$ cat config.mk
export PLATFORM = sky130hd
export DESIGN_NAME = dac_config_register_bank
export DESIGN_NICKNAME = d
export VERILOG_FILES = /design/src/hdl/dac_cfg_pkg.sv /design/src/hdl/nv_store.sv /design/src/hdl/chan_ref_decode.sv /design/src/hdl/dac_config_register_bank.sv
export SDC_FILE = /design/constraint.sdc
export NUM_CORES = 1
export LEC_CHECK = 0
export BUFFER_PORTS_ARGS = -buffer_cell sky130_fd_sc_hd__buf_2
export CAP_MARGIN = 20
export CORE_MARGIN = 5
export CORE_UTILIZATION = 30
export CTS_BUF_LIST = sky130_fd_sc_hd__clkbuf_4
export DETAILED_ROUTE_END_ITERATION = 16
export SLEW_MARGIN = 5
export SYNTH_ARGS = -nofsm -noshare
export SYNTH_HDL_FRONTEND = slang
export SYNTH_SLANG_ARGS = --single-unit
$ cat constraint.sdc
create_clock -name CORE_CLK_I -period 2.9 [get_ports CORE_CLK_I]
set_input_delay 0.58 -clock CORE_CLK_I [delete_from_list [all_inputs] [get_ports CORE_CLK_I]]
set_output_delay 0.58 -clock CORE_CLK_I [all_outputs]
set_load 0.05 [all_outputs]
$ cat src/hdl/dac_cfg_pkg.sv
// Shared constants, field encodings and carrier types of the DAC register bank
package dac_cfg_pkg;

    // ==========================================================
    // Widths and limits
    localparam int ADDR_W = 5;
    localparam int DATA_W = 16;
    localparam int MAX_RES = 12;
    localparam int NV_DEPTH = 16;

    // ==========================================================
    // Register locations
    localparam logic [4:0] ADDR_CODE_CH0_V = 5'h00;
    localparam logic [4:0] ADDR_CODE_CH1_V = 5'h01;
    localparam logic [4:0] ADDR_REFSEL_V = 5'h08;
    localparam logic [4:0] ADDR_PWRDN_V = 5'h09;
    localparam logic [4:0] ADDR_GAIN_STAT_V = 5'h0a;
    localparam logic [4:0] ADDR_CODE_CH0_NV = 5'h10;
    localparam logic [4:0] ADDR_CODE_CH1_NV = 5'h11;
    localparam logic [4:0] ADDR_REFSEL_NV = 5'h18;
    localparam logic [4:0] ADDR_PWRDN_NV = 5'h19;
    localparam logic [4:0] ADDR_GAIN_NV = 5'h1a;

    // ==========================================================
    // Field positions and reset values
    localparam int GAIN_LSB = 8;
    localparam int POR_BIT = 7;
    localparam int BUSY_BIT = 6;
    localparam logic [15:0] CFG_RESET = 16'h0000;
    localparam logic [2:0] NV_LOAD_COUNT = 3'h5;

    // ==========================================================
    // Field encodings
    typedef enum logic [1:0] {
        REF_VDD = 2'h0,
        REF_BANDGAP = 2'h1,
        REF_PIN_UNBUF = 2'h2,
        REF_PIN_BUF = 2'h3
    } refsel_t;

    typedef enum logic [1:0] {
        PD_NORMAL = 2'h0,
        PD_LOAD_1K = 2'h1,
        PD_LOAD_100K = 2'h2,
        PD_OPEN = 2'h3
    } pwrdn_t;

    // ==========================================================
    // Carriers
    typedef struct packed {
        logic [MAX_RES-1:0] code;
        refsel_t refsel;
        pwrdn_t pwrdn;
        logic gain_bit;
    } ch_regs_t;

    typedef struct packed {
        logic vdd_ref;
        logic pin_ref;
        logic bandgap_ref;
        logic ref_buffer_en;
        logic gain_2x;
        logic out_enabled;
        logic pull_1k;
        logic pull_100k;
    } ch_drive_t;

    localparam ch_drive_t DRIVE_RESET = '{vdd_ref: 1'b1, out_enabled: 1'b1, default: 1'b0};

    // ==========================================================
    // Helpers
    // Mid scale: every code bit below the top one set
    function automatic logic [MAX_RES-1:0] mid_scale(input int res);
        mid_scale = MAX_RES'((32'h1 << (res - 1)) - 32'h1);
    endfunction : mid_scale

    // Order in which stored words are copied after power-on
    function automatic logic [4:0] nv_load_addr(input logic [2:0] step);
        case (step)
            3'h0: nv_load_addr = ADDR_CODE_CH0_NV;
            3'h1: nv_load_addr = ADDR_CODE_CH1_NV;
            3'h2: nv_load_addr = ADDR_REFSEL_NV;
            3'h3: nv_load_addr = ADDR_PWRDN_NV;
            default: nv_load_addr = ADDR_GAIN_NV;
        endcase
    endfunction : nv_load_addr

endpackage : dac_cfg_pkg

$ cat src/hdl/nv_store.sv
// Small word store standing in for the nonvolatile array, registered read
`timescale 1ns/1ps
module nv_store #(
    parameter int WIDTH = 16,
    parameter int DEPTH = 16
) (
    // Clock
    input wire logic clk_i,
    // Erase of the programmed marks
    input wire logic clear_i,
    // Access
    input wire logic we_i,
    input wire logic [$clog2(DEPTH)-1:0] addr_i,
    input wire logic [WIDTH-1:0] wdata_i,
    output logic [WIDTH-1:0] rdata_o,
    output logic rprog_o
);

    // ==========================================================
    // Storage
    // No reset on purpose: contents must outlive a power-on reset
    logic [WIDTH-1:0] mem [DEPTH];
    logic [DEPTH-1:0] prog;

    // Write and mark the entry programmed
    always_ff @(posedge clk_i) begin
        if (we_i) begin
            mem[addr_i] <= wdata_i;
        end
    end

    // Programmed marks, cleared only by an erase
    always_ff @(posedge clk_i) begin
        if (clear_i) begin
            prog <= '0;
        end else if (we_i) begin
            prog[addr_i] <= 1'b1;
        end
    end

    // Registered read
    always_ff @(posedge clk_i) begin
        rdata_o <= mem[addr_i];
        rprog_o <= prog[addr_i];
    end

endmodule : nv_store

$ cat src/hdl/chan_ref_decode.sv
// Per-channel decode of reference, gain and power-down fields into drive controls
`timescale 1ns/1ps
module chan_ref_decode (
    // Clock and reset
    input wire logic clk_i,
    input wire logic rst_n_i,
    // Channel fields
    input dac_cfg_pkg::ch_regs_t regs_i,
    // Analogue controls
    output dac_cfg_pkg::ch_drive_t drive_o
);

    // ==========================================================
    // Decode
    dac_cfg_pkg::ch_drive_t next_drive;

    // Field encodings to one-hot controls
    always_comb begin
        next_drive.vdd_ref = (regs_i.refsel == dac_cfg_pkg::REF_VDD);
        next_drive.pin_ref = (regs_i.refsel == dac_cfg_pkg::REF_PIN_BUF) ||
                             (regs_i.refsel == dac_cfg_pkg::REF_PIN_UNBUF);
        next_drive.bandgap_ref = (regs_i.refsel == dac_cfg_pkg::REF_BANDGAP);
        next_drive.ref_buffer_en = (regs_i.refsel == dac_cfg_pkg::REF_PIN_BUF) ||
                                   (regs_i.refsel == dac_cfg_pkg::REF_BANDGAP);
        // Supply reference cannot be doubled, so the bit is ignored
        next_drive.gain_2x = regs_i.gain_bit &&
                             (regs_i.refsel != dac_cfg_pkg::REF_VDD);
        next_drive.out_enabled = (regs_i.pwrdn == dac_cfg_pkg::PD_NORMAL);
        next_drive.pull_1k = (regs_i.pwrdn == dac_cfg_pkg::PD_LOAD_1K);
        next_drive.pull_100k = (regs_i.pwrdn == dac_cfg_pkg::PD_LOAD_100K);
    end

    // Registered controls
    always_ff @(posedge clk_i or negedge rst_n_i) begin
        if (!rst_n_i) begin
            drive_o <= dac_cfg_pkg::DRIVE_RESET;
        end else begin
            drive_o <= next_drive;
        end
    end

endmodule : chan_ref_decode

$ cat src/hdl/dac_config_register_bank.sv
// Configuration and output-code register bank of a one or two channel DAC
//
// Summary of operation
// Power-on loads mid-scale codes, clears configuration
// Power-on sets status flag; status read clears
// Code field sized to 8, 10 or 12 bits
// Codes right-aligned, bit zero is code LSB
// All ones full, zeros zero, mid below top
// Bits above implemented fields read as zero
// Channel codes at 00h/10h and 01h/11h
// Reference select at 08h, stored copy 18h
// Channel 0 pair bits 1:0, channel 1 3:2
// Reference register width is twice channel count
// Reference codes: pin buffered/unbuffered, band gap, supply
// Band gap stays on whenever selected, even powered-down
// Host deselects band gap after power-down for economy
// Host reselects band gap after leaving power-down
// Two power-down bits per channel, both copies
// Power-down codes: normal, 1k, 100k, open
// Gain forced unity when supply is reference
// Programmed stored words override defaults at power-on
// Writes to unimplemented bits are discarded
`timescale 1ns/1ps
module dac_config_register_bank #(
    parameter int RESOLUTION = 12,
    parameter int CHANNELS = 2,
    parameter bit NONVOLATILE = 1'b1
) (
    // Clock and reset
    input wire logic CORE_CLK_I,
    input wire logic RESET_N_I,
    // Erase pin of the stored words, active low
    input wire logic NV_ERASE_N_I,
    // Register access from the serial front end
    input wire logic [dac_cfg_pkg::ADDR_W-1:0] REG_ADDR_I,
    input wire logic [dac_cfg_pkg::DATA_W-1:0] REG_WDATA_I,
    input wire logic REG_WR_I,
    input wire logic REG_RD_I,
    output logic [dac_cfg_pkg::DATA_W-1:0] REG_RDATA_O,
    output logic REG_RVALID_O,
    output logic REG_ERR_O,
    // Channel fields and analogue controls
    output dac_cfg_pkg::ch_regs_t [CHANNELS-1:0] CH_REGS_O,
    output dac_cfg_pkg::ch_drive_t [CHANNELS-1:0] CH_DRIVE_O,
    // Status
    output logic BANDGAP_EN_O,
    output logic NV_BUSY_O,
    output logic POR_FLAG_O
);

    // ==========================================================
    // Elaboration checks
    if (!(RESOLUTION == 8 || RESOLUTION == 10 || RESOLUTION == 12) ||
        !(CHANNELS == 1 || CHANNELS == 2)) begin : g_bad_param
        $error("RESOLUTION must be 8, 10 or 12 and CHANNELS 1 or 2");
    end

    // ==========================================================
    // Field masks and defaults
    localparam int REF_W = 2 * CHANNELS;
    localparam logic [15:0] CODE_MASK = 16'((32'h1 << RESOLUTION) - 32'h1);
    localparam logic [15:0] PAIR_MASK = 16'((32'h1 << REF_W) - 32'h1);
    localparam logic [15:0] GAIN_MASK = 16'(((32'h1 << CHANNELS) - 32'h1) << dac_cfg_pkg::GAIN_LSB);
    localparam logic [11:0] MID = dac_cfg_pkg::mid_scale(RESOLUTION);
    localparam logic [15:0] STAT_MASK = GAIN_MASK | 16'(32'h1 << dac_cfg_pkg::POR_BIT)
                                        | 16'(32'h1 << dac_cfg_pkg::BUSY_BIT);

    typedef enum {ST_LOAD, ST_READY} load_state_t;

    // Implemented bits of the word at an address
    function automatic logic [15:0] field_mask(input logic [4:0] a);
        case (a)
            dac_cfg_pkg::ADDR_CODE_CH0_V, dac_cfg_pkg::ADDR_CODE_CH1_V,
            dac_cfg_pkg::ADDR_CODE_CH0_NV, dac_cfg_pkg::ADDR_CODE_CH1_NV: field_mask = CODE_MASK;
            dac_cfg_pkg::ADDR_REFSEL_V, dac_cfg_pkg::ADDR_PWRDN_V,
            dac_cfg_pkg::ADDR_REFSEL_NV, dac_cfg_pkg::ADDR_PWRDN_NV: field_mask = PAIR_MASK;
            default: field_mask = GAIN_MASK;
        endcase
    endfunction : field_mask

    // ==========================================================
    // Erase pin synchroniser
    logic erase_meta;
    logic erase_sync;

    always_ff @(posedge CORE_CLK_I or negedge RESET_N_I) begin
        if (!RESET_N_I) begin
            erase_meta <= 1'b1;
            erase_sync <= 1'b1;
        end else begin
            erase_meta <= NV_ERASE_N_I;
            erase_sync <= erase_meta;
        end
    end

    // ==========================================================
    // State
    load_state_t st;
    logic [2:0] step;
    logic apply_valid;
    logic [4:0] apply_addr;
    logic [RESOLUTION-1:0] code_q [CHANNELS];
    logic [REF_W-1:0] refsel_q;
    logic [REF_W-1:0] pwrdn_q;
    logic [CHANNELS-1:0] gain_q;
    logic por_q;
    logic rd_pending;
    logic [4:0] rd_addr;
    logic [15:0] mem_rdata;
    logic mem_rprog;
    logic [15:0] rd_value;
    logic [CHANNELS-1:0] bg_vec;

    // ==========================================================
    // Address decode
    wire busy = (st == ST_LOAD);
    wire two_ch = (CHANNELS == 2);
    wire sel_code0_v = (REG_ADDR_I == dac_cfg_pkg::ADDR_CODE_CH0_V);
    wire sel_code1_v = two_ch && (REG_ADDR_I == dac_cfg_pkg::ADDR_CODE_CH1_V);
    wire sel_ref_v = (REG_ADDR_I == dac_cfg_pkg::ADDR_REFSEL_V);
    wire sel_pd_v = (REG_ADDR_I == dac_cfg_pkg::ADDR_PWRDN_V);
    wire sel_gs_v = (REG_ADDR_I == dac_cfg_pkg::ADDR_GAIN_STAT_V);
    wire sel_nv = NONVOLATILE && ((REG_ADDR_I == dac_cfg_pkg::ADDR_CODE_CH0_NV) ||
                  (two_ch && REG_ADDR_I == dac_cfg_pkg::ADDR_CODE_CH1_NV) ||
                  (REG_ADDR_I == dac_cfg_pkg::ADDR_REFSEL_NV) ||
                  (REG_ADDR_I == dac_cfg_pkg::ADDR_PWRDN_NV) ||
                  (REG_ADDR_I == dac_cfg_pkg::ADDR_GAIN_NV));
    wire hit = sel_code0_v || sel_code1_v || sel_ref_v || sel_pd_v || sel_gs_v || sel_nv;
    // Nothing is accepted while the stored words are being copied
    wire host_wr_ok = REG_WR_I && !busy && hit;
    wire host_rd_ok = REG_RD_I && !busy && hit;
    wire refused = (REG_WR_I || REG_RD_I) && !(hit && !busy);

    // Volatile write path shared by host and power-on copy
    wire load_we = apply_valid && mem_rprog;
    wire vol_we = (host_wr_ok && !sel_nv) || load_we;
    wire [4:0] vol_addr = busy ? {1'b0, apply_addr[3:0]} : REG_ADDR_I;
    wire [15:0] vol_wdata = busy ? mem_rdata : REG_WDATA_I;

    // Store port: copy sequence while busy, host otherwise
    wire [4:0] load_addr = dac_cfg_pkg::nv_load_addr(step);
    wire mem_we = host_wr_ok && sel_nv;
    wire [3:0] mem_addr = busy ? load_addr[3:0] : REG_ADDR_I[3:0];
    wire [15:0] mem_wdata = REG_WDATA_I & field_mask(REG_ADDR_I);

    nv_store #(
        .WIDTH(dac_cfg_pkg::DATA_W),
        .DEPTH(dac_cfg_pkg::NV_DEPTH)
    ) u_store (
        .clk_i(CORE_CLK_I),
        .clear_i(!erase_sync),
        .we_i(mem_we),
        .addr_i(mem_addr),
        .wdata_i(mem_wdata),
        .rdata_o(mem_rdata),
        .rprog_o(mem_rprog)
    );

    // ==========================================================
    // Power-on copy sequence
    // Reads entry step while applying entry step-1, one word per cycle
    always_ff @(posedge CORE_CLK_I or negedge RESET_N_I) begin
        if (!RESET_N_I) begin
            st <= ST_LOAD;
            step <= 3'h0;
            apply_valid <= 1'b0;
            apply_addr <= 5'h00;
        end else begin
            apply_valid <= busy && NONVOLATILE && (step < dac_cfg_pkg::NV_LOAD_COUNT);
            apply_addr <= load_addr;
            case (st)
                ST_LOAD: begin
                    step <= step + 3'h1;
                    if (!NONVOLATILE || step == dac_cfg_pkg::NV_LOAD_COUNT) begin
                        st <= ST_READY;
                    end
                end
                ST_READY: begin
                    step <= 3'h0;
                end
                default: begin
                    st <= ST_LOAD;
                end
            endcase
        end
    end

    // ==========================================================
    // Per-channel code registers and decode
    for (genvar i = 0; i < CHANNELS; i++) begin : g_ch
        wire code_we = vol_we && (vol_addr == 5'(dac_cfg_pkg::ADDR_CODE_CH0_V + i));

        // Right-aligned code, mid scale at power-on
        always_ff @(posedge CORE_CLK_I or negedge RESET_N_I) begin
            if (!RESET_N_I) begin
                code_q[i] <= MID[RESOLUTION-1:0];
            end else if (code_we) begin
                code_q[i] <= vol_wdata[RESOLUTION-1:0];
            end
        end

        assign CH_REGS_O[i].code = 12'(code_q[i]);
        assign CH_REGS_O[i].refsel = dac_cfg_pkg::refsel_t'(refsel_q[2*i +: 2]);
        assign CH_REGS_O[i].pwrdn = dac_cfg_pkg::pwrdn_t'(pwrdn_q[2*i +: 2]);
        assign CH_REGS_O[i].gain_bit = gain_q[i];
        // Band gap request ignores power-down entirely
        assign bg_vec[i] = (refsel_q[2*i +: 2] == dac_cfg_pkg::REF_BANDGAP);

        chan_ref_decode u_dec (
            .clk_i(CORE_CLK_I),
            .rst_n_i(RESET_N_I),
            .regs_i(CH_REGS_O[i]),
            .drive_o(CH_DRIVE_O[i])
        );
    end

    // ==========================================================
    // Configuration registers
    always_ff @(posedge CORE_CLK_I or negedge RESET_N_I) begin
        if (!RESET_N_I) begin
            refsel_q <= dac_cfg_pkg::CFG_RESET[REF_W-1:0];
            pwrdn_q <= dac_cfg_pkg::CFG_RESET[REF_W-1:0];
            gain_q <= dac_cfg_pkg::CFG_RESET[CHANNELS-1:0];
        end else if (vol_we) begin
            if (vol_addr == dac_cfg_pkg::ADDR_REFSEL_V) begin
                refsel_q <= vol_wdata[REF_W-1:0];
            end
            if (vol_addr == dac_cfg_pkg::ADDR_PWRDN_V) begin
                pwrdn_q <= vol_wdata[REF_W-1:0];
            end
            if (vol_addr == dac_cfg_pkg::ADDR_GAIN_STAT_V) begin
                gain_q <= vol_wdata[dac_cfg_pkg::GAIN_LSB +: CHANNELS];
            end
        end
    end

    // Status flag: reset is its only set, so no set/clear race exists
    always_ff @(posedge CORE_CLK_I or negedge RESET_N_I) begin
        if (!RESET_N_I) begin
            por_q <= 1'b1;
        end else if (rd_pending && rd_addr == dac_cfg_pkg::ADDR_GAIN_STAT_V) begin
            por_q <= 1'b0;
        end
    end

    // ==========================================================
    // Read data composition, zeros above every field
    always_comb begin
        rd_value = 16'h0000;
        case (rd_addr)
            dac_cfg_pkg::ADDR_CODE_CH0_V: rd_value = 16'(code_q[0]);
            dac_cfg_pkg::ADDR_CODE_CH1_V: rd_value = 16'(code_q[CHANNELS-1]);
            dac_cfg_pkg::ADDR_REFSEL_V: rd_value = 16'(refsel_q);
            dac_cfg_pkg::ADDR_PWRDN_V: rd_value = 16'(pwrdn_q);
            dac_cfg_pkg::ADDR_GAIN_STAT_V: begin
                rd_value[dac_cfg_pkg::GAIN_LSB +: CHANNELS] = gain_q;
                rd_value[dac_cfg_pkg::POR_BIT] = por_q;
                rd_value[dac_cfg_pkg::BUSY_BIT] = busy;
            end
            default: begin
                // Unprogrammed stored words read back their defaults
                if (mem_rprog) begin
                    rd_value = mem_rdata & field_mask(rd_addr);
                end else if (field_mask(rd_addr) == CODE_MASK) begin
                    rd_value = 16'(MID[RESOLUTION-1:0]);
                end
            end
        endcase
    end

    // Two-cycle read answer, one-cycle refusal flag
    always_ff @(posedge CORE_CLK_I or negedge RESET_N_I) begin
        if (!RESET_N_I) begin
            rd_pending <= 1'b0;
            rd_addr <= 5'h00;
            REG_RDATA_O <= 16'h0000;
            REG_RVALID_O <= 1'b0;
            REG_ERR_O <= 1'b0;
            BANDGAP_EN_O <= 1'b0;
        end else begin
            rd_pending <= host_rd_ok;
            rd_addr <= REG_ADDR_I;
            REG_RVALID_O <= rd_pending;
            REG_ERR_O <= refused;
            BANDGAP_EN_O <= |bg_vec;
            if (rd_pending) begin
                REG_RDATA_O <= rd_value;
            end
        end
    end

    assign NV_BUSY_O = busy;
    assign POR_FLAG_O = por_q;
endmodule : dac_config_register_bank

### Word level (Yosys, flattened, before mapping)

Memory sizes are Yosys's and may differ from the RTL's. A register that Yosys moved wholly into a read port is not among the register bits.
Index checks and enable logic that the tools add are counted.

| word-level totals | value |
|---|---|
| output and inout bits | 71 |
| register bits | 135 |
| bits in writable memories | 256 |
| bits in latches | 0 |
| word-level logic and storage cells | 159 |
| memories | 4 |
| input bits | 26 |
| bits in read-only memories | 1152 |

Memory list:

| memory | depth | bits a word | rd ports | clocked after Yosys merged registers in | wr ports | line | text |
|---|---|---|---|---|---|---|---|
| (name not given) | 32 | 12 | 1 | 0 | 0 | dac_config_register_bank.sv:72 | `case (a)` |
| (name not given) | 32 | 12 | 1 | 0 | 0 | dac_config_register_bank.sv:72 |  |
| (name not given) | 32 | 12 | 1 | 0 | 0 | dac_config_register_bank.sv:72 |  |
| u_store.mem | 16 | 16 | 1 | 1 | 1 | nv_store.sv:22 | `logic [WIDTH-1:0] mem [DEPTH];` |

| operators by class | value |
|---|---|
| multiplexer cells | 22 |
| eq/ne operators | 34 |
| bitwise operators | 4 |
| reduce and logical (&&, ||, !) cells | 55 |
| multipliers | 0 |
| add/subtract/negate cells | 1 |
| div/mod/pow operators | 0 |
| shift-type cells | 0 |
| order comparisons | 3 |

Operators by type and width:

| cell | number |
|---|---|
| $mux 16 | 5 |
| $logic_not 32->1 | 2 |
| $pmux 32 s2 | 1 |
| $eq 5x4->1 const B | 9 |
| $and 16x16->16 | 2 |
| $eq 32x1->1 const B | 1 |
| $mux 32 | 1 |
| $pmux 4 s4 | 2 |
| $pmux 6 s5 | 1 |
| $eq 5x5->1 const B | 5 |
| $pmux 6 s3 | 1 |
| $eq 16x12->1 const B | 1 |
| $logic_and 1x1->1 | 16 |
| $or 16x16->16 | 1 |
| $eq 5x1->1 const B | 3 |
| $logic_not 5->1 | 3 |
| $logic_or 1x1->1 | 15 |
| $eq 2x2->1 const B | 6 |
| $mux 12 | 1 |
| $mux 11 | 1 |
| $eq 2x1->1 const B | 4 |
| $logic_not 2->1 | 4 |
| $reduce_and 2->1 | 4 |
| $eq 3x2->1 const B | 2 |
| other kinds (20) | 28 |

### Longest topological paths before layout

| depth | value |
|---|---|
| depth in word-level cells | 10 |
| gate-level depth with buffers | 11 |
| mapped depth without buffers | 8 |

### Modules after synthesis

From an unflattened synthesis, not the netlist that was laid out.

| unflattened totals | value |
|---|---|
| cell total of the unflattened synthesis | 837 |
| area total of the unflattened synthesis | 14610.3 sq um |

Modules (own cells, without submodules):

| module | area an instance (sq um) | cells an instance | sequential area each (sq um) | instances |
|---|---|---|---|---|
| nv_store | 10650.2 | 500 | 8348.0 | 1 |
| dac_config_register_bank | 3467.1 | 305 | 1682.9 | 1 |
| chan_ref_decode | 246.5 | 16 | 202.7 | 2 |

### Least setup slack after synthesis

Ideal clock, no wire load.

| path | value |
|---|---|
| kind | flip-flop to flip-flop |
| from | register step[0] |
| to | memory u_store.mem[0][0] (enable) |
| data arrival time | 2.536 ns |
| setup slack | -0.035 ns |
| buffers on the path | 0 |
| clock period less this slack | 2.935 ns |
| setup time | 0.399 ns |
| data required time | 2.501 ns |
| cell stages (with the launch flop) | 6 |
| cells stage by stage | dfrtp_1 ha_1 ha_1 or4b_4 o21a_1 nor3_1 |

| on the way | value |
|---|---|
| cells in the longest elaborated chain, start to end | 3 |
| elaborated cells on any way between the ends | 6 |
| classes of those cells | 3 x eq/ne; 2 x mux; 1 x reduce/logical |

RTL lines:

| item | line | text |
|---|---|---|
| start: declaration | dac_config_register_bank.sv:99 | `logic [2:0] step;` |
| start signal: assignment | dac_config_register_bank.sv:173 | `step <= step + 3'h1;` |
| $eq 3x2->1 (tied with other cells) | dac_cfg_pkg.sv:79 | `case (step)` |
| $pmux 4 s4 (*) | dac_cfg_pkg.sv:79 |  |
| $mux 4 (*) | dac_config_register_bank.sv:143 | `wire [3:0] mem_addr = busy ? load_addr[3:0] : REG_ADDR_I[3:0];` |
| end: declaration | nv_store.sv:22 |  |

Every way passes the cells marked *; elsewhere a longest branch is shown, timed or not.

### Final worst setup path

| path | value |
|---|---|
| from | register step[0] |
| to | register u_store.rdata_o[7], read port of u_store.mem |

| on the way | value |
|---|---|
| cells in the longest elaborated chain, start to end | 3 |
| elaborated cells on any way between the ends | 6 |
| classes of those cells | 3 x eq/ne; 2 x mux; 1 x reduce/logical |

RTL lines:

| item | line | text |
|---|---|---|
| $eq 3x2->1 (tied with other cells) | dac_cfg_pkg.sv:79 |  |
| $pmux 4 s4 (*) | dac_cfg_pkg.sv:79 |  |
| $mux 4 (*) | dac_config_register_bank.sv:143 |  |
| end: declaration | nv_store.sv:15 | `output logic [WIDTH-1:0] rdata_o,` |

Marks and branches as above.
A chain may end at the register's enable or synchronous reset.

==> flow_summary.ini <==
[run_status]
outcome = complete, no violations

[sta]
finalClockSkew_ns = 0.0466
grt_setup_unrepaired = no
fmax_mhz = 378
report.final.hold_viol_count = 0
drv_slew = 0
layout_min_cycle_time_ns = 2.64
timing.final.crit_share = 0.911
setup_viol = 0
tightest_slew_ns = 0.761
slew_headroom = 0.493

[critical_path]
critPathLaunchType = flip-flop
reg2reg_from = step[0]
r2r_cells = 8
cp.required_ns = 3.49
r2r_slack_ns = 0.26
crit_fanout = 16
critPathArrivalTime_ns = 3.23
cp-end-kind = flip-flop
worstSetupPathType = flip-flop to flip-flop
worst_r2r_endpoint = u_store.rdata_o[7]

[hold_path]
min_to = rd_addr[0]
hold_class = input port to flip-flop
min_path_cells = 1
hold_start = REG_ADDR_I[0]

[floorplanning]
std_cell_rows = 73
io_pins = 97
dieWidth_um = 211
dieArea_um2 = 44500
start_util = 0.304
core-area_um2 = 39800
fp.dieH_um = 211

[logic_synthesis]
yosysWarnings = 0
synth_flop_cell = edfxtp_1
synthCells = 891
post_synth_num_cell_types = 68
syn-cell-area_um2 = 12100
synth_top_family_by_area = simple AND/OR/NAND/NOR gates
synthSimpleGateAreaFrac = 0.109
synth_compound_area_frac = 0.101
synth.area.mux_share = 0.0591
synth-edff-count = 192
ys_async_sr_fraction = 0.271
synthAdderAreaFrac = 0.00516
ys_seq_area_frac = 0.696
synth_seq_cells = 303
synth_xor_area_frac = 0
avgSynthCellArea_um2 = 13.6

[global_routing]
grt_pass1_wl_mm = 45.2
grt_max_degree = 56
antenna_found_initial = 1
grt_util_all_layers = 0.127
grt_pass1_vias = 8275
grt_overflow_total = 0

[power_and_ir_drop]
powerDensity_nw_per_um2 = 655
clockPowerShare = 0.390
sw_frac_of_total = 0.258
power_mw = 9.75
p_leak_nw = 6.17
ir_worst_vdd_uv = 263
p_int_mw = 7.24
power_frac_seq = 0.513
p_comb_frac = 0.097
netSwitchingPower_mw = 2.52

[drt]
wl_per_cell_um = 16.0
vias_per_cell = 4.59
drt.antenna.violating_nets = 0
vias = 8133
wl_met3_mm = 1.82
wl_met1_mm = 12.4
drc_errors = 0
top_layer = met4
drt-initial-drc-count = 522
wirelength_mm = 28.3
drtPass1Iterations = 6
wl_met2_mm = 13.4

[placed_design]
gp_congestion = 0.836
portBuffers = 88
dp_cells = 1623
hpwl_mm = 18.9

[cts]
cts_buffers = 78
clk_pin_slew_ns = 0.06
clock_latency_ns = 0.70
clk_path_buf_depth = 3
clock_sinks = 303
cts_tree = built
htreeDepth = 3
cts_setup_buffers = 0
cts_root_buf = clkbuf_4

[layout]
fill_cells = 3891
mostFrequentLayoutCell = edfxtp_1
finalCoreUtilization = 0.374
drive_above_1_share = 0.257
area_growth_pct = 22.8
fin_nets = 1211
finalNonFillerCells = 1771
mostFrequentLayoutCells = edfxtp_1, nand2_1, conb_1, clkbuf_4, buf_2

[run]
cap_violations = 0
synth_stat cells, drive strengths merged, types with 8 or more instances:
cell type / count / area share
edfxtp: 192 / 0.48
nand2: 137 / 0.043
a21oi: 67 / 0.029
dfrtp: 53 / 0.11
nor2: 53 / 0.017
buf: 36 / 0.022
mux2i: 33 / 0.027
o21ai: 30 / 0.013
dfstp: 29 / 0.063
dfxtp: 29 / 0.048
and2: 27 / 0.014
nand3: 27 / 0.011
clkbuf: 15 / 0.0046
mux4: 14 / 0.028
nor3: 14 / 0.0058
a22oi: 12 / 0.0074
inv: 11 / 0.0034
a32oi: 10 / 0.0072
a221o: 8 / 0.0066
nor2b: 8 / 0.0041
worst max-delay path: stages (launching register included):
cell and delay (ns):
dfrtp_1 0.41, ha_1 0.21, ha_1 0.27, or4b_4 0.60
o21ai_4 0.08, buf_4 0.28, nor2_1 0.16, a32o_1 0.26
a221o_1 0.25
worst max path at each step:
| stage | depth (start not counted) | end | from |
|---|---|---|---|
| 5_1_grt | 8 | u_store.rdata_o[8] | st[0] |
| 2_1_floorplan | 5 | u_store.mem[0][0] | step[0] |
| 4_1_cts | 8 | u_store.rdata_o[7] | step[0] |
| 3_3_place_gp | 8 | u_store.rdata_o[7] | step[0] |
| 3_5_place_dp | 8 | u_store.rdata_o[7] | step[0] |
| 6_report | 8 | u_store.rdata_o[7] | step[0] |
timing repair:
action / CTS / global route
hold buffers: 2 / 0
hold endpoints to repair: 36 / 0
endpoints found under the setup margin: 0 / 0
gates resized for setup: 0 / 0
per-layer routing:
layer	track usage	up-vias
met5	0	-
met4	0.0472	0
met3	0.0290	56
met2	0.210	258
met1	0.165	4006
li1	-	3813
flip-flops by register name, indices dropped and copies added (netlist names), 2 cells and up:
register,cells
u_store.mem,192
gain_q,2
apply_addr,3
u_store.prog,16
step,3
g_ch.u_dec.drive_o,16
rd_addr,5
CH_REGS_O,24
REG_RDATA_O,12
u_store.rdata_o,12
refsel_q,4
pwrdn_q,4
power by group through the flow:
stage          combinational [mW]  clock (mW)  sequential, mW
6_report                    0.946        3.81            5.00
3_5_place_dp                0.947           0            5.09
2_1_floorplan               0.392           0            5.33
3_3_place_gp                0.940           0            5.08
5_1_grt                      1.03        4.17            5.02
4_1_cts                     0.952        3.94            5.00
kinds of logic after synthesis:
family,Yosys count
DFF,303
and+or+nand+nor,288
AOI/OAI and AO/OA,181
buffers and inverters,62
muxes,51
adders and majority gates,5
other,1
metrics by stage:
step           setup TNS, ns  cell area [um^2]  setup WS [ns]  hold slack (ns)
6_report                   0             14900          0.257           0.0697
5_1_grt                    0             14900          0.120           0.0351
4_1_cts                    0             14900          0.224          0.00797
3_5_place_dp               0             13800          0.245            0.350
3_3_place_gp               0             13800          0.252            0.349
2_1_floorplan         -0.834             12600        -0.0347            0.284
area by class of cell:
class                   instances  area, um^2  share of cell area
diodes                          2        5.00            0.000336
well taps                     525         657              0.0441
flip-flops and latches        303        8430               0.566
inverters                      11        41.3             0.00277
clock buffers                 129         968              0.0650
repair buffers                125         788              0.0529
multi-input cells             661        3890               0.261
clock inverters                15         106             0.00714
Power figures use the tool's default switching activity.
